### src/rtl/rgw_pkg.sv
// package: constants and carrier types of the reset generator and wake-up sequencer
package rgw_pkg;
  localparam int CLK_MHZ = 50;
  localparam int PIN_LOW_CYC = 128;
  localparam int SAMPLE_WAIT_CYC = 64;
  localparam int SEQ_CYC = 192;
  localparam int SYNC_EXTRA_CYC = 3;
  localparam int CHECK_WINDOWS = 50;
  localparam logic [7:0] WD_KEY1 = 8'h55;
  localparam logic [7:0] WD_KEY2 = 8'haa;
  localparam int CNT_W = 8;
  localparam int WD_W = 16;

  localparam logic [3:0] ADDR_CTRL = 4'h0;
  localparam logic [3:0] ADDR_INTEN = 4'h1;
  localparam logic [3:0] ADDR_FLAGS = 4'h2;
  localparam logic [3:0] ADDR_WDCTL = 4'h3;
  localparam logic [3:0] ADDR_WDARM = 4'h4;
  localparam logic [3:0] ADDR_RTICTL = 4'h5;
  localparam logic [3:0] ADDR_STATUS = 4'h6;

  localparam int CTRL_PLL_CLOCK_SELECT_BIT = 0;
  localparam int CTRL_CME_BIT = 1;
  localparam int CTRL_SELF_CLOCK_ENABLE_BIT = 2;
  localparam int CTRL_PSTOP_BIT = 3;
  localparam int CTRL_PRE_BIT = 4;
  localparam logic [7:0] CTRL_RESET = 8'h06;
  localparam int WDCTL_WIN_BIT = 7;
  localparam logic [7:0] WDCTL_RESET = 8'h00;
  localparam logic [7:0] RTICTL_RESET = 8'h00;
  localparam logic [2:0] INTEN_RESET = 3'h0;

  typedef enum logic [1:0] {
    VEC_POR_EXT,
    VEC_CLKMON,
    VEC_WATCHDOG
  } rgw_vec_t;

  typedef struct packed {
    logic powerOn;
    logic lowVoltage;
    logic lossOfClock;
    logic pllLock;
    logic clockOk;
  } rgw_status_in_t;

  typedef struct packed {
    logic periodic;
    logic lock;
    logic selfClock;
  } rgw_irq_t;
endpackage

### src/rtl/rgw_edge_flag.sv
// sticky flag set by hardware event, cleared by writing one
`timescale 1ns/1ns
`default_nettype none
module rgw_edge_flag (
  input wire logic mclk,
  input wire logic sys_rst,
  input wire logic setEvt,
  input wire logic clrWr,
  input wire logic enable,
  output logic flag,
  output logic irq
);
  logic flag_ff;
  always_ff @(posedge mclk) begin
    if (sys_rst) begin
      flag_ff <= 1'b0;
    end else if (setEvt) begin
      // set wins over a simultaneous clear so no event is lost
      flag_ff <= 1'b1;
    end else if (clrWr) begin
      flag_ff <= 1'b0;
    end
  end
  assign flag = flag_ff;
  assign irq = flag_ff & enable;
endmodule // rgw_edge_flag
`default_nettype wire

### src/rtl/rgw_counter.sv
// loadable down counter with zero indication
`timescale 1ns/1ns
`default_nettype none
module rgw_counter #(
  parameter int W = 8
) (
  input wire logic mclk,
  input wire logic sys_rst,
  input wire logic load,
  input wire logic [W-1:0] loadVal,
  input wire logic run,
  output logic [W-1:0] count,
  output logic zero
);
  logic [W-1:0] cnt_ff;
  always_ff @(posedge mclk) begin
    if (sys_rst) begin
      cnt_ff <= '0;
    end else if (load) begin
      cnt_ff <= loadVal;
    end else if (run && cnt_ff != '0) begin
      cnt_ff <= cnt_ff - 1'b1;
    end
  end
  assign count = cnt_ff;
  assign zero = (cnt_ff == '0);
endmodule // rgw_counter
`default_nettype wire

### src/rtl/rgw_reset_wakeup.sv
// reset generator, wake-up sequencer, watchdog and interrupt flags
`timescale 1ns/1ns
`default_nettype none
module rgw_reset_wakeup (
  input wire logic mclk,
  input wire logic sys_rst,
  input wire logic [3:0] regAddr,
  input wire logic [7:0] regWrData,
  input wire logic regWr,
  input wire logic regRd,
  output logic [7:0] regRdData,
  input wire rgw_pkg::rgw_status_in_t statusIn,
  input wire logic stopReq,
  input wire logic wakeIrq,
  input wire logic resetPinIn,
  output logic resetPinOut,
  output logic resetPinOe,
  output logic internalReset,
  output rgw_pkg::rgw_vec_t resetVector,
  output logic vectorValid,
  output logic clocksStopped,
  output logic selfClockMode,
  output logic pllClockSelect,
  output logic clockMonitorActive,
  output rgw_pkg::rgw_irq_t irqReq
);
  typedef enum logic [2:0] {
    ST_RUN,
    ST_STOP,
    ST_CHECK,
    ST_PINLOW,
    ST_WAIT,
    ST_HOLD
  } rgw_state_t;

  rgw_state_t state_ff;
  logic [7:0] ctrl_ff;
  logic [7:0] wdCtl_ff;
  logic [7:0] rtiCtl_ff;
  logic [2:0] intEn_ff;
  logic scm_ff;
  logic cmLatch_ff;
  logic wdLatch_ff;
  logic wakeByReset_ff;
  logic armed_ff;
  logic pinSample_ff;
  rgw_pkg::rgw_vec_t vec_ff;
  logic vecValid_ff;
  logic [7:0] rdData_ff;
  logic [5:0] checkCnt_ff;
  logic [rgw_pkg::WD_W-1:0] wdCnt_ff;
  logic [rgw_pkg::WD_W-1:0] rtiCnt_ff;
  logic lockPrev_ff;
  logic scmPrev_ff;

  logic seqLoad;
  logic [rgw_pkg::CNT_W-1:0] seqLoadVal;
  logic [rgw_pkg::CNT_W-1:0] seqCount;
  logic seqZero;
  logic clock_monitor_reset;
  logic wdReset;
  logic wdArmWr;
  logic wdPeriodEnd;
  logic wdEnabled;
  logic wdEarly;
  logic rtiEvt;
  logic anyReset;
  logic [2:0] flags;
  logic [2:0] clrWr;
  logic [rgw_pkg::WD_W-1:0] wdPeriod;
  logic checkDone;
  logic checkToPin;

  assign wdEnabled = (wdCtl_ff[2:0] != 3'h0);
  assign wdPeriod = rgw_pkg::WD_W'(16'h0100) << wdCtl_ff[2:0];
  assign wdArmWr = regWr && regAddr == rgw_pkg::ADDR_WDARM;
  // down counter: last quarter means count below a quarter of the period
  assign wdEarly = wdCtl_ff[rgw_pkg::WDCTL_WIN_BIT] && (wdCnt_ff >= (wdPeriod >> 2));
  assign wdPeriodEnd = wdEnabled && wdCnt_ff == '0;
  assign wdReset = wdEnabled && (wdPeriodEnd || (wdArmWr && (wdEarly
    || (regWrData != rgw_pkg::WD_KEY1 && regWrData != rgw_pkg::WD_KEY2)
    || (regWrData == rgw_pkg::WD_KEY2 && !armed_ff))));
  // clock monitor is ignored while stopped
  assign clockMonitorActive = ctrl_ff[rgw_pkg::CTRL_CME_BIT] && !clocksStopped;
  assign clock_monitor_reset = ctrl_ff[rgw_pkg::CTRL_CME_BIT] && statusIn.lossOfClock
    && !ctrl_ff[rgw_pkg::CTRL_SELF_CLOCK_ENABLE_BIT] && state_ff != ST_STOP;
  assign anyReset = !resetPinIn || statusIn.powerOn || statusIn.lowVoltage || wdReset || clock_monitor_reset;
  assign checkDone = statusIn.clockOk || checkCnt_ff == 6'(rgw_pkg::CHECK_WINDOWS - 1);
  // check ends in the pin-low phase: reset wake-up, or failed interrupt wake-up without self clock
  assign checkToPin = state_ff == ST_CHECK && checkDone
    && (wakeByReset_ff || (!statusIn.clockOk && !ctrl_ff[rgw_pkg::CTRL_SELF_CLOCK_ENABLE_BIT]));

  rgw_counter #(.W(rgw_pkg::CNT_W)) seqCnt (
    .mclk(mclk),
    .sys_rst(sys_rst),
    .load(seqLoad),
    .loadVal(seqLoadVal),
    .run(1'b1),
    .count(seqCount),
    .zero(seqZero)
  );

  always_comb begin
    seqLoad = 1'b0;
    seqLoadVal = '0;
    // only a new reset from run reloads; a pin held low during the wait must not stretch it
    if (anyReset && state_ff == ST_RUN) begin
      seqLoad = 1'b1;
      seqLoadVal = rgw_pkg::CNT_W'(rgw_pkg::PIN_LOW_CYC + rgw_pkg::SYNC_EXTRA_CYC - 1);
    end else if (checkToPin) begin
      seqLoad = 1'b1;
      seqLoadVal = rgw_pkg::CNT_W'(rgw_pkg::PIN_LOW_CYC + rgw_pkg::SYNC_EXTRA_CYC - 1);
    end else if (state_ff == ST_PINLOW && seqZero) begin
      seqLoad = 1'b1;
      seqLoadVal = rgw_pkg::CNT_W'(rgw_pkg::SAMPLE_WAIT_CYC - 1);
    end
  end

  // sequencer; reset sources act on the very next edge, exit only counts on mclk
  always_ff @(posedge mclk) begin
    if (sys_rst) begin
      state_ff <= ST_CHECK;
      wakeByReset_ff <= 1'b1;
      checkCnt_ff <= 6'h00;
    end else begin
      case (state_ff)
        ST_RUN: begin
          if (anyReset) begin
            state_ff <= ST_PINLOW;
          end else if (stopReq && !ctrl_ff[rgw_pkg::CTRL_PSTOP_BIT]) begin
            state_ff <= ST_STOP;
          end
        end
        ST_STOP: begin
          if (!resetPinIn) begin
            state_ff <= ST_CHECK;
            wakeByReset_ff <= 1'b1;
            checkCnt_ff <= 6'h00;
          end else if (wakeIrq) begin
            state_ff <= ST_CHECK;
            wakeByReset_ff <= 1'b0;
            checkCnt_ff <= 6'h00;
          end
        end
        ST_CHECK: begin
          if (checkDone) begin
            state_ff <= checkToPin ? ST_PINLOW : ST_RUN;
          end else begin
            checkCnt_ff <= checkCnt_ff + 6'h01;
          end
        end
        ST_PINLOW: begin
          if (seqZero) begin
            state_ff <= ST_WAIT;
          end
        end
        ST_WAIT: begin
          if (seqZero) begin
            state_ff <= ST_HOLD;
          end
        end
        default: begin
          if (resetPinIn) begin
            state_ff <= ST_RUN;
          end
        end
      endcase
    end
  end

  assign resetPinOut = 1'b0;
  // pin stays released during the clock check so the drive lasts exactly the pin-low phase
  assign resetPinOe = (state_ff == ST_PINLOW);
  assign internalReset = state_ff != ST_RUN && state_ff != ST_STOP
    && !(state_ff == ST_CHECK && !wakeByReset_ff);
  assign clocksStopped = (state_ff == ST_STOP) || (state_ff == ST_CHECK && !wakeByReset_ff);

  // causes latched until the sequencer is back in run
  always_ff @(posedge mclk) begin
    if (sys_rst) begin
      cmLatch_ff <= 1'b0;
      wdLatch_ff <= 1'b0;
    end else if (clock_monitor_reset || (checkToPin && !wakeByReset_ff)) begin
      cmLatch_ff <= 1'b1;
    end else if (wdReset) begin
      wdLatch_ff <= 1'b1;
    end else if (state_ff == ST_RUN) begin
      cmLatch_ff <= 1'b0;
      wdLatch_ff <= 1'b0;
    end
  end

  always_ff @(posedge mclk) begin
    if (sys_rst) begin
      pinSample_ff <= 1'b0;
      vec_ff <= rgw_pkg::VEC_POR_EXT;
      vecValid_ff <= 1'b0;
    end else if (state_ff == ST_WAIT && seqZero) begin
      pinSample_ff <= resetPinIn;
      vecValid_ff <= 1'b1;
      if (!resetPinIn) begin
        vec_ff <= rgw_pkg::VEC_POR_EXT;
      end else if (cmLatch_ff) begin
        vec_ff <= rgw_pkg::VEC_CLKMON;
      end else if (wdLatch_ff) begin
        vec_ff <= rgw_pkg::VEC_WATCHDOG;
      end else begin
        vec_ff <= rgw_pkg::VEC_POR_EXT;
      end
    end else if (anyReset && state_ff == ST_RUN) begin
      vecValid_ff <= 1'b0;
    end
  end
  assign resetVector = vec_ff;
  assign vectorValid = vecValid_ff && state_ff == ST_RUN;

  // configuration; resets restore defaults, monitor reset forces both enables
  always_ff @(posedge mclk) begin
    if (sys_rst || (state_ff == ST_STOP && !resetPinIn) || (anyReset && state_ff == ST_RUN)) begin
      ctrl_ff <= rgw_pkg::CTRL_RESET;
      wdCtl_ff <= rgw_pkg::WDCTL_RESET;
      rtiCtl_ff <= rgw_pkg::RTICTL_RESET;
      intEn_ff <= rgw_pkg::INTEN_RESET;
    end else begin
      if (state_ff == ST_CHECK && !wakeByReset_ff) begin
        ctrl_ff[rgw_pkg::CTRL_PLL_CLOCK_SELECT_BIT] <= 1'b0;
      end else if (regWr && regAddr == rgw_pkg::ADDR_CTRL) begin
        ctrl_ff <= regWrData;
      end
      if (regWr && regAddr == rgw_pkg::ADDR_WDCTL) begin
        wdCtl_ff <= regWrData;
      end
      if (regWr && regAddr == rgw_pkg::ADDR_RTICTL) begin
        rtiCtl_ff <= regWrData;
      end
      if (regWr && regAddr == rgw_pkg::ADDR_INTEN) begin
        intEn_ff <= regWrData[2:0];
      end
    end
  end
  assign pllClockSelect = ctrl_ff[rgw_pkg::CTRL_PLL_CLOCK_SELECT_BIT] && !scm_ff;

  // self clock mode enters on failed checks or clock loss, leaves on good clock
  always_ff @(posedge mclk) begin
    if (sys_rst) begin
      scm_ff <= 1'b0;
    end else if (clock_monitor_reset) begin
      scm_ff <= 1'b1;
    end else if (ctrl_ff[rgw_pkg::CTRL_SELF_CLOCK_ENABLE_BIT]) begin
      if (statusIn.clockOk) begin
        scm_ff <= 1'b0;
      end else if (state_ff == ST_CHECK && checkCnt_ff == 6'(rgw_pkg::CHECK_WINDOWS - 1)) begin
        scm_ff <= 1'b1;
      end else if (statusIn.lossOfClock && ctrl_ff[rgw_pkg::CTRL_CME_BIT] && state_ff != ST_STOP) begin
        scm_ff <= 1'b1;
      end
    end
  end
  assign selfClockMode = scm_ff;

  // watchdog period counter and arm sequence
  always_ff @(posedge mclk) begin
    if (sys_rst || internalReset) begin
      wdCnt_ff <= wdPeriod;
      armed_ff <= 1'b0;
    end else if (regWr && regAddr == rgw_pkg::ADDR_WDCTL) begin
      // a rate write starts a full period at the new rate, also on first enable
      wdCnt_ff <= rgw_pkg::WD_W'(16'h0100) << regWrData[2:0];
      armed_ff <= 1'b0;
    end else if (!wdEnabled) begin
      wdCnt_ff <= wdPeriod;
      armed_ff <= 1'b0;
    end else if (wdArmWr && regWrData == rgw_pkg::WD_KEY1) begin
      armed_ff <= 1'b1;
      wdCnt_ff <= wdCnt_ff - 1'b1;
    end else if (wdArmWr && regWrData == rgw_pkg::WD_KEY2 && armed_ff) begin
      armed_ff <= 1'b0;
      wdCnt_ff <= wdPeriod;
    end else if (state_ff != ST_STOP && wdCnt_ff != '0) begin
      wdCnt_ff <= wdCnt_ff - 1'b1;
    end
  end

  // periodic counter runs outside stop; in stop only with the pseudo-stop and prescaler-run bits both set
  always_ff @(posedge mclk) begin
    if (sys_rst || rtiCtl_ff == 8'h00) begin
      rtiCnt_ff <= '0;
    end else if (state_ff != ST_STOP || (ctrl_ff[rgw_pkg::CTRL_PSTOP_BIT] && ctrl_ff[rgw_pkg::CTRL_PRE_BIT])) begin
      rtiCnt_ff <= rtiEvt ? '0 : rtiCnt_ff + 1'b1;
    end
  end
  assign rtiEvt = rtiCtl_ff != 8'h00 && rtiCnt_ff == {rtiCtl_ff, 8'hff};

  always_ff @(posedge mclk) begin
    if (sys_rst) begin
      lockPrev_ff <= 1'b0;
      scmPrev_ff <= 1'b0;
    end else begin
      lockPrev_ff <= statusIn.pllLock;
      scmPrev_ff <= scm_ff;
    end
  end

  assign clrWr = (regWr && regAddr == rgw_pkg::ADDR_FLAGS) ? regWrData[2:0] : 3'h0;

  rgw_edge_flag rtiFlag (
    .mclk(mclk),
    .sys_rst(sys_rst),
    .setEvt(rtiEvt),
    .clrWr(clrWr[2]),
    .enable(intEn_ff[2]),
    .flag(flags[2]),
    .irq(irqReq.periodic)
  );
  rgw_edge_flag lockFlag (
    .mclk(mclk),
    .sys_rst(sys_rst),
    .setEvt(statusIn.pllLock != lockPrev_ff),
    .clrWr(clrWr[1]),
    .enable(intEn_ff[1]),
    .flag(flags[1]),
    .irq(irqReq.lock)
  );
  rgw_edge_flag scmFlag (
    .mclk(mclk),
    .sys_rst(sys_rst),
    .setEvt(scm_ff != scmPrev_ff),
    .clrWr(clrWr[0]),
    .enable(intEn_ff[0]),
    .flag(flags[0]),
    .irq(irqReq.selfClock)
  );

  // read data are registered; unmapped addresses read zero
  always_ff @(posedge mclk) begin
    if (sys_rst) begin
      rdData_ff <= 8'h00;
    end else if (regRd) begin
      if (regAddr == rgw_pkg::ADDR_CTRL) begin
        rdData_ff <= ctrl_ff;
      end else if (regAddr == rgw_pkg::ADDR_INTEN) begin
        rdData_ff <= {5'h00, intEn_ff};
      end else if (regAddr == rgw_pkg::ADDR_FLAGS) begin
        rdData_ff <= {5'h00, flags};
      end else if (regAddr == rgw_pkg::ADDR_WDCTL) begin
        rdData_ff <= wdCtl_ff;
      end else if (regAddr == rgw_pkg::ADDR_RTICTL) begin
        rdData_ff <= rtiCtl_ff;
      end else if (regAddr == rgw_pkg::ADDR_STATUS) begin
        rdData_ff <= {3'h0, pinSample_ff, cmLatch_ff, wdLatch_ff, scm_ff, statusIn.pllLock};
      end else begin
        rdData_ff <= 8'h00;
      end
    end else begin
      rdData_ff <= 8'h00;
    end
  end
  assign regRdData = rdData_ff;
endmodule // rgw_reset_wakeup
`default_nettype wire

### config.mk
export PLATFORM = sky130hd
export DESIGN_NAME = rgw_reset_wakeup
export DESIGN_NICKNAME = d
export VERILOG_FILES = /design/src/rtl/rgw_pkg.sv /design/src/rtl/rgw_edge_flag.sv /design/src/rtl/rgw_counter.sv /design/src/rtl/rgw_reset_wakeup.sv
export SDC_FILE = /design/constraint.sdc
export NUM_CORES = 1
export LEC_CHECK = 0
export ABC_AREA = 0
export BUFFER_PORTS_ARGS = -buffer_cell sky130_fd_sc_hd__buf_2
export CAP_MARGIN = 20
export CORE_UTILIZATION = 45
export CTS_CLUSTER_DIAMETER = 50
export DETAILED_ROUTE_END_ITERATION = 8
export PLACE_DENSITY_LB_ADDON = 0.3
export SETUP_SLACK_MARGIN = 0.2
export SLEW_MARGIN = 15
export SYNTH_ARGS = -nofsm -noshare
export SYNTH_HDL_FRONTEND = slang
export SYNTH_SLANG_ARGS = --single-unit
### constraint.sdc
create_clock -name mclk -period 2.3 [get_ports mclk]
set_input_delay 0.23 -clock mclk [delete_from_list [all_inputs] [get_ports mclk]]
set_output_delay 0.23 -clock mclk [all_outputs]
set_load 0.01 [all_outputs]
# Word level (Yosys, flattened, before mapping)
# Index checks and enable logic that the tools add are counted.
# totals
ff_bits,98
in_bits,24
out_inout_bits,21
elab_cells,221
# op_classes
n_addsub,4
magnitude_cmp,1
eq_ne,28
shift,2
muxes,60
bitwise_logic,7
n_reduce_logical,95
# op_table
operator,n
16-bit 2-to-1 mux,7
8-bit 2-to-1 mux,9
1-bit logical AND,38
"9-bit by 3-bit left shift with 16-bit output, first input constant",2
3-bit 2-to-1 mux,9
1-bit 2-to-1 mux,24
6-bit 2-to-1 mux,4
2-bit nonzero test,10
"16-bit by 1-bit adder with 16-bit output, second input constant",1
16-bit == test,1
16-bit by 14-bit greater-or-equal comparator with 1-bit output,1
16-bit zero test,1
8-bit zero test,2
1-bit logical OR,16
16-bit nonzero test,1
8-bit nonzero test,2
"16-bit by 1-bit subtractor with 16-bit output, second input constant",1
3-bit case mux with 5 select lines,1
"4-bit by 3-bit == test with 1-bit output, second input constant",3
6-bit case mux with 2 select lines,1
2-bit AND reduction,5
1-bit zero test,9
"4-bit by 2-bit == test with 1-bit output, second input constant",2
"8-bit by 7-bit == test with 1-bit output, second input constant",1
other kinds (29),46

# Depth between registers and ports, before layout
# Gate-level depths: netlist (run 1).
# logic_depth
depth_word,13
ltp_mapped,11
depth_no_buf,9

# Modules after synthesis
# From an unflattened synthesis (run 1), not the netlist that was laid out.
# hier_totals
cells_unflattened,636
area_unflattened_um2,5602.9
# modules_own_cells
mod,n_inst,cells_per_inst,area_each_um2,seq_area_each_um2
rgw_reset_wakeup,1,562,4952.2,1901.8
rgw_counter,1,59,515.5,160.2
rgw_edge_flag,3,5,45.0,20.0

# Worst setup path before layout (run 1)
# Ideal clock, no wire load.
# synth_timing
path_kind,register to register
from,reg wdCtl_ff[1]
to,reg state_ff[1]
setup_ns,0.134
arrival_time_ns,2.370
slack_ns,-0.204
path_stages_with_launch,10
n_path_buf,1
period_less_slack_ns,2.504
cell_sequence,dfxtp_1 -> buf_6 -> or3b_2 -> ha_1 -> o21ai_0 -> a21oi_1 -> o2111ai_1 -> o211ai_2 -> o21a_1 -> or4_1
# synth_between
elab_chain_cells,12
word_cells_on_any_way,16
# synth_lines
item,line,text
start: declaration,rgw_reset_wakeup.sv:38,logic [7:0] wdCtl_ff;
start signal: assignment,rgw_reset_wakeup.sv:221,wdCtl_ff <= rgw_pkg::WDCTL_RESET;
start signal: assignment,rgw_reset_wakeup.sv:231,wdCtl_ff <= regWrData;
9-bit by 3-bit left shift with 16-bit output,rgw_reset_wakeup.sv:75,assign wdPeriod = rgw_pkg::WD_W'(16'h0100) << wdCtl_ff[2:0];
16-bit by 14-bit greater-or-equal comparator with 1-bit output,rgw_reset_wakeup.sv:78,assign wdEarly = wdCtl_ff[rgw_pkg::WDCTL_WIN_BIT] && (wdCnt_ff >= (wdPeriod >> 2));
1-bit logical AND,rgw_reset_wakeup.sv:78,
1-bit logical OR,rgw_reset_wakeup.sv:81,|| (regWrData != rgw_pkg::WD_KEY1 && regWrData != rgw_pkg::WD_KEY2)
1-bit logical OR,rgw_reset_wakeup.sv:82,|| (regWrData == rgw_pkg::WD_KEY2 && !armed_ff))));
1-bit logical AND,rgw_reset_wakeup.sv:80,assign wdReset = wdEnabled && (wdPeriodEnd || (wdArmWr && (wdEarly
1-bit logical OR,rgw_reset_wakeup.sv:80,
1-bit logical AND *,rgw_reset_wakeup.sv:80,
1-bit logical OR * (2 in a row),rgw_reset_wakeup.sv:87,assign anyReset = !resetPinIn || statusIn.powerOn || statusIn.lowVoltage || wdReset || clock_monitor_reset;
3-bit inequality test (no source line) / 3-bit 2-to-1 mux (equally long branches),n/a,
6-bit AND reduction (no source line) / 3-bit case mux with 5 select lines (equally long branches),n/a,
end signal: assignment,rgw_reset_wakeup.sv:147,state_ff <= checkToPin ? ST_PINLOW : ST_RUN;
end: declaration,rgw_reset_wakeup.sv:36,rgw_state_t state_ff;
# Mark *: on every way between the ends. The rest lies on a longest branch, timed or not.
# A chain may end at the register's enable or synchronous reset.

# Final worst setup path (run 1)
# layout_timing
from,reg wdCtl_ff[2]
to,reg state_ff[1]
# Same word-level chain as after synthesis.

==> qor.csv, run 1 <==
metric,value,unit
status,"finished, violations left",
failing checks,"design-rule violations, negative setup slack",
Row Count,39,
grt ovf,0,
Tot GR Track Use,0.237,
pwr/cell area,797,mW/mm^2
ys async rst share,0,
root buf cell,clkbuf_16,
Gate Count Post-Synth,615,
crit path DAT,2.59,ns
final WL,14.2,mm
"FF+latch count, synth",98,
wire length per cell,16.9,um
CTS Sinks,98,
Routed Antenna Nets,0,
hold buffer count at CTS,0,
vias after detailed routing,4764,
Clock Tree Buf Depth,2,
share of cells above drive strength 1,0.284,
Area Growth Syn to Fin,24.9,%
Chip Height,112,um
Post-synth EDFFs,16,
Antenna diodes,0,
total nets after synthesis,652,
Max VDD drop,0.000461,V
static leakage,2.71,nW
Critical-path top delay cell,or4_1,
final net count,730,
HP Class,in -> reg,
Core Region,0.0116,sq mm
FF-to-FF Start,wdCtl_ff[2]$_SDFFE_PP0P_,
Clock Skew,0.00768,ns
initial antenna violation count,0,
Ports,45,
GPL Wtd Cong,0.891,
Critical Path Start Type,register,
number of buffers added on ports,43,
Worst-Margin Slew,0.534,ns
Vias/cell,5.66,
DRT iter0 DRCs,550,
Final Critical Period,2.37,ns
placed cells,820,
Initial Util,0.469,
CP cell instances,or3b_4 -> ha_4 -> nand4_1 -> a21oi_1 -> o2111ai_1 -> o211ai_2 -> o21a_2 -> or4_1,
sequential share of the synthesized area,0.392,
kind of critical path,reg -> reg,
"Slew Viols, Final",0,
relative slew slack,0.643,
Power Total,5.39,mW
RSZ-0062 raised after global routing,true,
top_reg_cell synth,dfxtp_1,
"delay-heaviest family, CP",simple AND/OR/NAND/NOR gates,
CTS tree,built,
Worst-Skew Late Latency,0.34,ns
dpl hpwl,10.5,mm
drt first pass iters,7,
first-pass GRT wire length,23.5,mm
Avg Synthesized Cell Area,8.81,sq um
die width,112,um
CTS H-tree lvls,3,
"Warnings, synthesis",0,
crit path from,wdCtl_ff[2]$_SDFFE_PP0P_,
Netlist cell types,77,
post-route setup slack,-0.0664,ns
Worst EP required,2.52,ns
Max stage delay on crit path,0.45,ns
post-synth design cell area,0.00542,sq mm
max-cap violations,0,
"Buf+Inv Stages, Crit Path",0,
cts bufs inserted,9,
final hold vios,0,
setup violators final,5,
crit share post-route,1.03,
vias in the first global route,4616,
worst-path maximum fanout,9,
fmax,0.423,GHz
DRC errors left,1,
final non-filler cell total,841,
largest net degree at the start of global routing,27,
crit end category,register,
Hold Startpoint,statusIn[0],
Worst-path clk slew,0.07,ns
die area,0.0125,sq mm
==> synth_stat cells (5+ instances only) <==
master    count  area [sq um]
nor4_1        9          56.3
nand2b_1     15          93.8
and3_1        7          43.8
nor2b_1      10          62.6
a21oi_1      27           135
and2_1        8          50.1
a22oi_1      12          90.1
o22ai_1       6          37.5
buf_6         5          56.3
nand4_1      11          68.8
ha_1         13           163
nor2_1       75           282
nand3_1      11          55.1
nor3_1       40           200
o21ai_0      11          55.1
nand3b_1      7          52.6
mux2i_1      27           270
o211ai_1      5          37.5
o21ai_1       7          35.0
xor2_1       23           201
dfxtp_1      82          1640
inv_1        14          52.6
edfxtp_1     16           480
clkbuf_1     15          56.3
nand2_1      48           180
xnor2_1      23           201
buf_4         6          45.0
==> area by class of cell <==
class / instances / area (sq um)
fillers: 1004 / 4800
multi-input cells: 468 / 3380
flip-flops and latches: 98 / 2130
repair buffers: 100 / 714
clock buffers: 13 / 282
well taps: 143 / 179
inverters: 16 / 60.1
clock inverters: 3 / 20.0
==> state kept, by name (all words and copies together), names as in the netlist, 6 cells and up <==
| name | count |
|---|---|
| wdCtl_ff | 8 |
| checkCnt_ff | 6 |
| ctrl_ff | 8 |
| seqCnt.count | 8 |
| regRdData | 8 |
| wdCnt_ff | 16 |
| rtiCtl_ff | 8 |
| rtiCnt_ff | 16 |
==> metrics by stage <==
step	setup WS, ns	TNS [ns]	area (sq um)	hold WS (ns)	util
5_1_grt	-0.147	-1.98	6770	0.182	0.585
4_1_cts	-0.0539	-0.562	6620	0.156	0.572
6_report	-0.0664	-0.0838	6770	0.160	0.585
2_1_floorplan	-0.0440	-0.746	5640	0.347	-
3_3_place_gp	-0.111	-1.16	6240	0.459	0.540
3_5_place_dp	-0.183	-3.23	6240	0.466	0.540
==> report_power, final <==
part           internal, mW  switching, mW  total [mW]
Clock                 0.858          0.645        1.50
Sequential             1.88          0.167        2.05
Combinational         0.843           1.00        1.85
Total                  3.58           1.81        5.39
==> worst paths after layout <==
kind / end / slack (ns) / cells after the start
worst max-delay path: state_ff[1]$_SDFFE_PP1P_ / -0.07 / 8
worst min-delay path: selfClockMode$_SDFFE_PP0P_ / 0.16 / 2
worst max register to register: state_ff[1]$_SDFFE_PP1P_ / -0.07 / 8
worst min register to register: armed_ff$_SDFFE_PP0P_ / 0.48 / 2
==> layer usage <==
layer  vias to the layer above  share of wire  track usage
met4                         0          0.027        0.100
met1                      2230           0.46        0.320
met5                         -              0            0
met2                       140           0.47        0.381
met3                        31          0.047       0.0305
li1                       2363              -            -
==> repair_timing <==
item	CTS	global route
cloned	0	1
pin swaps	5	18
gates resized for setup	17	27
buffers inserted	1	3
setup endpoints to repair	60	63
==> cell families (layout without fill, tap and decap cells) <==
group,after synthesis,in the layout,synth area share
adders and majority gates,13,13,0.0300
muxes,28,28,0.0519
other,1,1,0.000692
xor gates and xnor gates,46,46,0.0743
and+or+nand+nor,278,278,0.275
buffers and inverters,49,132,0.0494
DFF,98,98,0.392
AOI/OAI and AO/OA,102,102,0.127
==> cells in the final DEF, fill, tap and decap left out, types with 16 or more instances in the layout <==
| cell | count |
|---|---|
| dfxtp_1 | 78 |
| mux2i_1 | 27 |
| buf_2 | 43 |
| a21oi_1 | 26 |
| xor2_1 | 23 |
| edfxtp_1 | 16 |
| nor2_1 | 74 |
| buf_4 | 45 |
| nor3_2 | 27 |
| xnor2_1 | 20 |
| nand2_1 | 46 |
Note: power is estimated with default switching activity, not from simulation.
==> run 2: changes to the inputs <==
--- a/config.mk
+++ b/config.mk
@@ -11,7 +11,7 @@
 export CORE_UTILIZATION = 45
 export CTS_CLUSTER_DIAMETER = 50
 export DETAILED_ROUTE_END_ITERATION = 8
-export PLACE_DENSITY_LB_ADDON = 0.3
+export PLACE_DENSITY = 0.65
 export SETUP_SLACK_MARGIN = 0.2
 export SLEW_MARGIN = 15
 export SYNTH_ARGS = -nofsm -noshare
==> run 2 against run 1 <==
The run still ends with design-rule violations, negative setup slack left. Highest routed layer unchanged. Sequential power hardly changed. Sequential share of layout area hardly changed. Flip-flop and latch count stayed put.
==> qor.csv, run 2 (same netlist as run 1, synthesis figures left out) <==
metric,value,unit,change
CTS tree,built,,unchanged
dpl hpwl,10.5,mm,about the same
final hold vios,0,,unchanged
"Slew Viols, Final",0,,unchanged
Worst-path clk slew,0.07,ns,about the same
final non-filler cell total,843,,was 841
setup violators final,1,,was 5
setup tns final,-0.0465,ns,was -0.0838 ns
Sw Ratio,0.345,,was 0.336
fmax,0.426,GHz,was 0.423 GHz
Critical-path top delay cell,or4_1,,unchanged
share of cells above drive strength 1,0.287,,was 0.284
final net count,733,,was 730
"Buf+Inv Stages, Crit Path",0,,unchanged
Worst-Margin Slew,0.587,ns,was 0.534 ns
crit share post-route,1.02,,was 1.03
status,"finished, violations left",,unchanged
largest net degree at the start of global routing,27,,unchanged
Row Count,39,,unchanged
Critical Path Start Type,register,,unchanged
cts bufs inserted,9,,unchanged
Chip Height,112,um,unchanged
Worst-Skew Late Latency,0.35,ns,was 0.34 ns
first-pass GRT wire length,23.6,mm,was 23.5 mm
CTS H-tree lvls,3,,unchanged
wire length per cell,17.1,um,was 16.9 um
pwr/cell area,784,mW/mm^2,was 797 mW/mm^2
drt first pass iters,8,,was 7
failing checks,"design-rule violations, negative setup slack",,unchanged
die width,112,um,unchanged
Clock Skew,0.00936,ns,was 0.00768 ns
placed cells,820,,unchanged
relative slew slack,0.607,,was 0.643
Placed Area,0.00622,sq mm,was 0.00624 sq mm
kind of critical path,reg -> reg,,unchanged
static leakage,2.71,nW,about the same
die area,0.0125,sq mm,unchanged
Flop pwr share,0.384,,was 0.379
WHS Path Cells,2,,unchanged
grt ovf,0,,unchanged
DRT iter0 DRCs,325,,was 550
Tot GR Track Use,0.240,,was 0.237
post-route setup slack,-0.0465,ns,was -0.0664 ns
Final Critical Period,2.35,ns,was 2.37 ns
CTS Sinks,98,,unchanged
initial antenna violation count,0,,unchanged
crit end category,register,,unchanged
Ports,45,,unchanged
root buf cell,clkbuf_16,,unchanged
Core Region,0.0116,sq mm,unchanged
most frequent cells in the layout,"dfxtp_1, nor2_1, nand2_1, buf_4, buf_2",,unchanged
"most common cell after layout, fill and taps aside",dfxtp_1,,unchanged
power share of the clock group,0.262,,was 0.279
final WL,14.4,mm,was 14.2 mm
Max stage delay on crit path,0.46,ns,was 0.45 ns
RSZ-0062 raised after global routing,true,,unchanged
Int Pwr,3.48,mW,was 3.58 mW
Area Growth Syn to Fin,24.9,%,about the same
worst-path maximum fanout,9,,unchanged
Vias/cell,5.64,,was 5.66
Routed Antenna Nets,0,,unchanged
Initial Util,0.469,,unchanged
CP cell instances,or3b_4 -> ha_4 -> nand4_1 -> a21oi_2 -> o2111ai_2 -> o211ai_2 -> o21a_2 -> or4_1,,was or3b_4 -> ha_4 -> nand4_1 -> a21oi_1 -> o2111ai_1 -> o211ai_2 -> o21a_2 -> or4_1
number of buffers added on ports,43,,unchanged
Comb power frac,0.354,,was 0.342
HP Class,in -> reg,,unchanged
Clock Tree Buf Depth,2,,unchanged
"delay-heaviest family, CP",simple AND/OR/NAND/NOR gates,,unchanged
Stages on worst setup path,8,,unchanged
GPL Wtd Cong,0.870,,was 0.891
Power Total,5.31,mW,was 5.39 mW
top flop regs,"rtiCnt_ff x16, wdCnt_ff x16",,unchanged
Antenna diodes,0,,unchanged
Max VDD drop,0.000501,V,was 0.000461 V
crit path DAT,2.57,ns,was 2.59 ns
post-route cell area,0.00677,sq mm,about the same
vias in the first global route,4681,,was 4616
Worst EP required,2.53,ns,was 2.52 ns
DRC errors left,1,,unchanged
R2R cell count,8,,unchanged
FILL cells,1021,,was 1004
vias after detailed routing,4754,,was 4764
max-cap violations,0,,unchanged
switching power,1.83,mW,was 1.81 mW
[run 2: final timing paths]
check        slack (ns)                     start                    endpoint
max reg2reg       -0.05  wdCtl_ff[1]$_SDFFE_PP0P_    state_ff[1]$_SDFFE_PP1P_
max               -0.05  wdCtl_ff[1]$_SDFFE_PP0P_    state_ff[1]$_SDFFE_PP1P_
min reg2reg        0.47     armed_ff$_SDFFE_PP0P_       armed_ff$_SDFFE_PP0P_
min                0.15               statusIn[0]  selfClockMode$_SDFFE_PP0P_
[run 2: per-stage QoR]
step	utilization	setup slack [ns]	hold slack (ns)
after global placement	0.537	-0.123	0.465
after global routing	0.585	-0.154	0.147
after floorplan	-	-0.0440	0.347
after detailed placement	0.537	-0.217	0.455
after CTS	0.576	-0.0464	0.140
final	0.585	-0.0465	0.149
[run 2: worst register-to-register path, cell delays in order, from the launching register on]
cell,delay (ns)
dfxtp_4,0.40
or3b_4,0.41
ha_4,0.22
nand4_1,0.12
a21oi_2,0.05
o2111ai_2,0.18
o211ai_2,0.12
o21a_2,0.26
or4_1,0.46
[run 2: power groups by stage]
stage | registers (mW) | logic [mW] | clock network, mW
CTS | 2.03 | 1.82 | 1.43
global route | 2.06 | 2.07 | 1.50
global placement | 2.07 | 1.66 | 0
floorplan | 2.03 | 1.21 | 0
finish | 2.04 | 1.88 | 1.39
detailed placement | 2.07 | 1.70 | 0
[run 2: per-layer routing]
metal	GRT usage	part of all wire
met1	0.312	0.46
met2	0.404	0.49
met3	0.0305	0.028
met4	0.0982	0.019
met5	0	0
[run 2: layout make-up]
type | count | area (sq um) | area share
multi-input cells | 468 | 3390 | 0.501
flip-flops and latches | 98 | 2130 | 0.315
repair buffers | 103 | 738 | 0.109
clock buffers | 12 | 246 | 0.0364
well taps | 143 | 179 | 0.0264
inverters | 16 | 60.1 | 0.00887
clock inverters | 3 | 16.3 | 0.00240
[run 2: timing repair]
action,4_1_cts,5_1_grt
setup buffers,5,2
hold buffers,0,0
resized for setup,33,17
pin swaps,14,12
endpoints found under the setup margin,63,81
cloned,1,0
==> run 3: changes to the inputs <==
--- a/config.mk
+++ b/config.mk
@@ -9,6 +9,7 @@
 export BUFFER_PORTS_ARGS = -buffer_cell sky130_fd_sc_hd__buf_2
 export CAP_MARGIN = 20
 export CORE_UTILIZATION = 45
+export CTS_BUF_LIST = sky130_fd_sc_hd__clkbuf_16
 export CTS_CLUSTER_DIAMETER = 50
 export DETAILED_ROUTE_END_ITERATION = 8
 export PLACE_DENSITY = 0.65
==> run 3 against run 2 <==
The run still ends with design-rule violations, negative setup slack left. Global-route usage about the same. Via count grew 0.23%. Clock skew about the same. Cell area is essentially flat. Critical endpoint unchanged.
==> qor.csv, run 3 (same netlist as run 1, synthesis figures left out) <==
metric,value,unit,change
Max VDD drop,0.000502,V,was 0.000501 V
die width,112,um,unchanged
Routed Antenna Nets,0,,unchanged
Critical-path top delay cell,or4_1,,unchanged
post-route setup slack,-0.0363,ns,was -0.0465 ns
DRT iter0 DRCs,348,,was 325
die area,0.0125,sq mm,unchanged
post-layout util,0.585,,about the same
Sw Ratio,0.348,,was 0.345
Ports,45,,unchanged
power share of the clock group,0.256,,was 0.262
CTS Sinks,98,,unchanged
crit share post-route,1.02,,about the same
switching power,1.84,mW,was 1.83 mW
HP Class,in -> reg,,unchanged
RSZ-0062 raised after global routing,true,,unchanged
vias after detailed routing,4765,,was 4754
hold buffer count at CTS,0,,unchanged
Area Growth Syn to Fin,24.8,%,was 24.9%
pwr/cell area,780,mW/mm^2,was 784 mW/mm^2
crit end category,register,,unchanged
failing checks,"design-rule violations, negative setup slack",,unchanged
fmax,0.428,GHz,was 0.426 GHz
Tot GR Track Use,0.240,,about the same
"worst slack, placed",-0.217,ns,unchanged
Antenna diodes,0,,unchanged
CP cell instances,or3b_4 -> ha_4 -> nand4_1 -> a21oi_2 -> o2111ai_2 -> o211ai_2 -> o21a_2 -> or4_1,,unchanged
Critical Path Start Type,register,,unchanged
dpl hpwl,10.5,mm,unchanged
static leakage,2.72,nW,was 2.71 nW
post-route cell area,0.00676,sq mm,was 0.00677 sq mm
"most common cell after layout, fill and taps aside",dfxtp_1,,unchanged
kind of critical path,reg -> reg,,unchanged
Comb power frac,0.358,,was 0.354
Initial Util,0.469,,unchanged
Worst EP required,2.53,ns,about the same
Int Pwr,3.44,mW,was 3.48 mW
CTS tree,built,,unchanged
share of cells above drive strength 1,0.289,,was 0.287
status,"finished, violations left",,unchanged
largest net degree at the start of global routing,27,,unchanged
cts bufs inserted,9,,unchanged
first-pass GRT wire length,23.6,mm,about the same
GPL Wtd Cong,0.870,,unchanged
grt ovf,0,,unchanged
wire length per cell,17.1,um,about the same
max-cap violations,0,,unchanged
"Slew Viols, Final",0,,unchanged
vias in the first global route,4679,,was 4681
final net count,733,,unchanged
CTS H-tree lvls,3,,unchanged
crit path DAT,2.56,ns,was 2.57 ns
"delay-heaviest family, CP",simple AND/OR/NAND/NOR gates,,unchanged
Core Region,0.0116,sq mm,unchanged
Worst-Margin Slew,0.583,ns,was 0.587 ns
Placed Area,0.00622,sq mm,unchanged
Worst-path clk slew,0.07,ns,about the same
DRC errors left,1,,unchanged
Vias/cell,5.65,,was 5.64
final WL,14.4,mm,about the same
Final Critical Period,2.34,ns,was 2.35 ns
worst-path maximum fanout,9,,unchanged
final hold vios,0,,unchanged
initial antenna violation count,0,,unchanged
most frequent cells in the layout,"dfxtp_1, nor2_1, nand2_1, buf_4, buf_2",,unchanged
"Buf+Inv Stages, Crit Path",0,,unchanged
Row Count,39,,unchanged
Worst-Skew Late Latency,0.35,ns,about the same
root buf cell,clkbuf_16,,unchanged
Max stage delay on crit path,0.46,ns,about the same
Clock Skew,0.00949,ns,was 0.00936 ns
relative slew slack,0.610,,was 0.607
top flop regs,"rtiCnt_ff x16, wdCnt_ff x16",,unchanged
setup violators final,1,,unchanged
Chip Height,112,um,unchanged
drt first pass iters,7,,was 8
Flop pwr share,0.386,,was 0.384
Clock Tree Buf Depth,2,,unchanged
number of buffers added on ports,43,,unchanged
==> run 3: final cells by class <==
cell class | count | area [sq um]
sequential | 98 | 2130
tap | 143 | 179
clock buffer | 9 | 225
multi-input combinational | 468 | 3400
timing repair buffer | 103 | 738
inverter | 16 | 60.1
fill | 1021 | 4800
clock inverter | 6 | 27.5
==> run 3: routing by layer <==
metal,vias up,global-route usage,wire [um]
met2,96,0.402,7060
met5,-,0,0
met4,0,0.0982,231
met1,2304,0.312,6710
met3,15,0.0305,405
li1,2350,-,-
==> run 3: worst register-to-register path, delay by kind of cell (launching register included) <==
kind / cells / cell delay, ns
adder cells (fa/ha/maj): 1 / 0.22
flip-flops: 1 / 0.40
AND/OR/NAND/NOR: 3 / 1.00
AO/OA/AOI/OAI: 4 / 0.61
==> run 3: path summary, 6_finish.rpt <==
path | start | end | slack [ns] | depth (start not counted)
min | statusIn[0] | selfClockMode$_SDFFE_PP0P_ | 0.15 | 2
max | wdCtl_ff[1]$_SDFFE_PP0P_ | state_ff[1]$_SDFFE_PP1P_ | -0.04 | 8
max reg2reg | wdCtl_ff[1]$_SDFFE_PP0P_ | state_ff[1]$_SDFFE_PP1P_ | -0.04 | 8
min reg2reg | armed_ff$_SDFFE_PP0P_ | armed_ff$_SDFFE_PP0P_ | 0.47 | 2
==> run 3: per-stage QoR <==
| step | power [mW] | setup TNS, ns | hold slack [ns] | cells |
|---|---|---|---|---|
| 2_1_floorplan | 3.24 | -0.746 | 0.347 | 615 |
| 3_3_place_gp | 3.73 | -1.29 | 0.465 | 820 |
| 3_5_place_dp | 3.77 | -3.59 | 0.455 | 820 |
| 4_1_cts | 5.24 | -0.0459 | 0.140 | 841 |
| 5_1_grt | 5.59 | -1.33 | 0.147 | 843 |
| 6_report | 5.28 | -0.0363 | 0.148 | 843 |
==> run 3: power groups by stage <==
| stage | Sequential [mW] | Clock, mW | Combinational [mW] |
|---|---|---|---|
| finish | 2.04 | 1.35 | 1.89 |
| detailed placement | 2.07 | 0 | 1.70 |
| global placement | 2.07 | 0 | 1.66 |
| global route | 2.06 | 1.46 | 2.07 |
| CTS | 2.03 | 1.39 | 1.82 |
| floorplan | 2.03 | 0 | 1.21 |
==> run 3: what timing repair did <==
| item | in CTS | in global routing |
|---|---|---|
| gates cloned | 1 | 0 |
| resized for setup | 33 | 18 |
| pin swaps | 14 | 11 |
| setup endpoints to repair | 63 | 80 |
| hold endpoints to repair | 0 | 0 |
| buffers inserted | 5 | 2 |
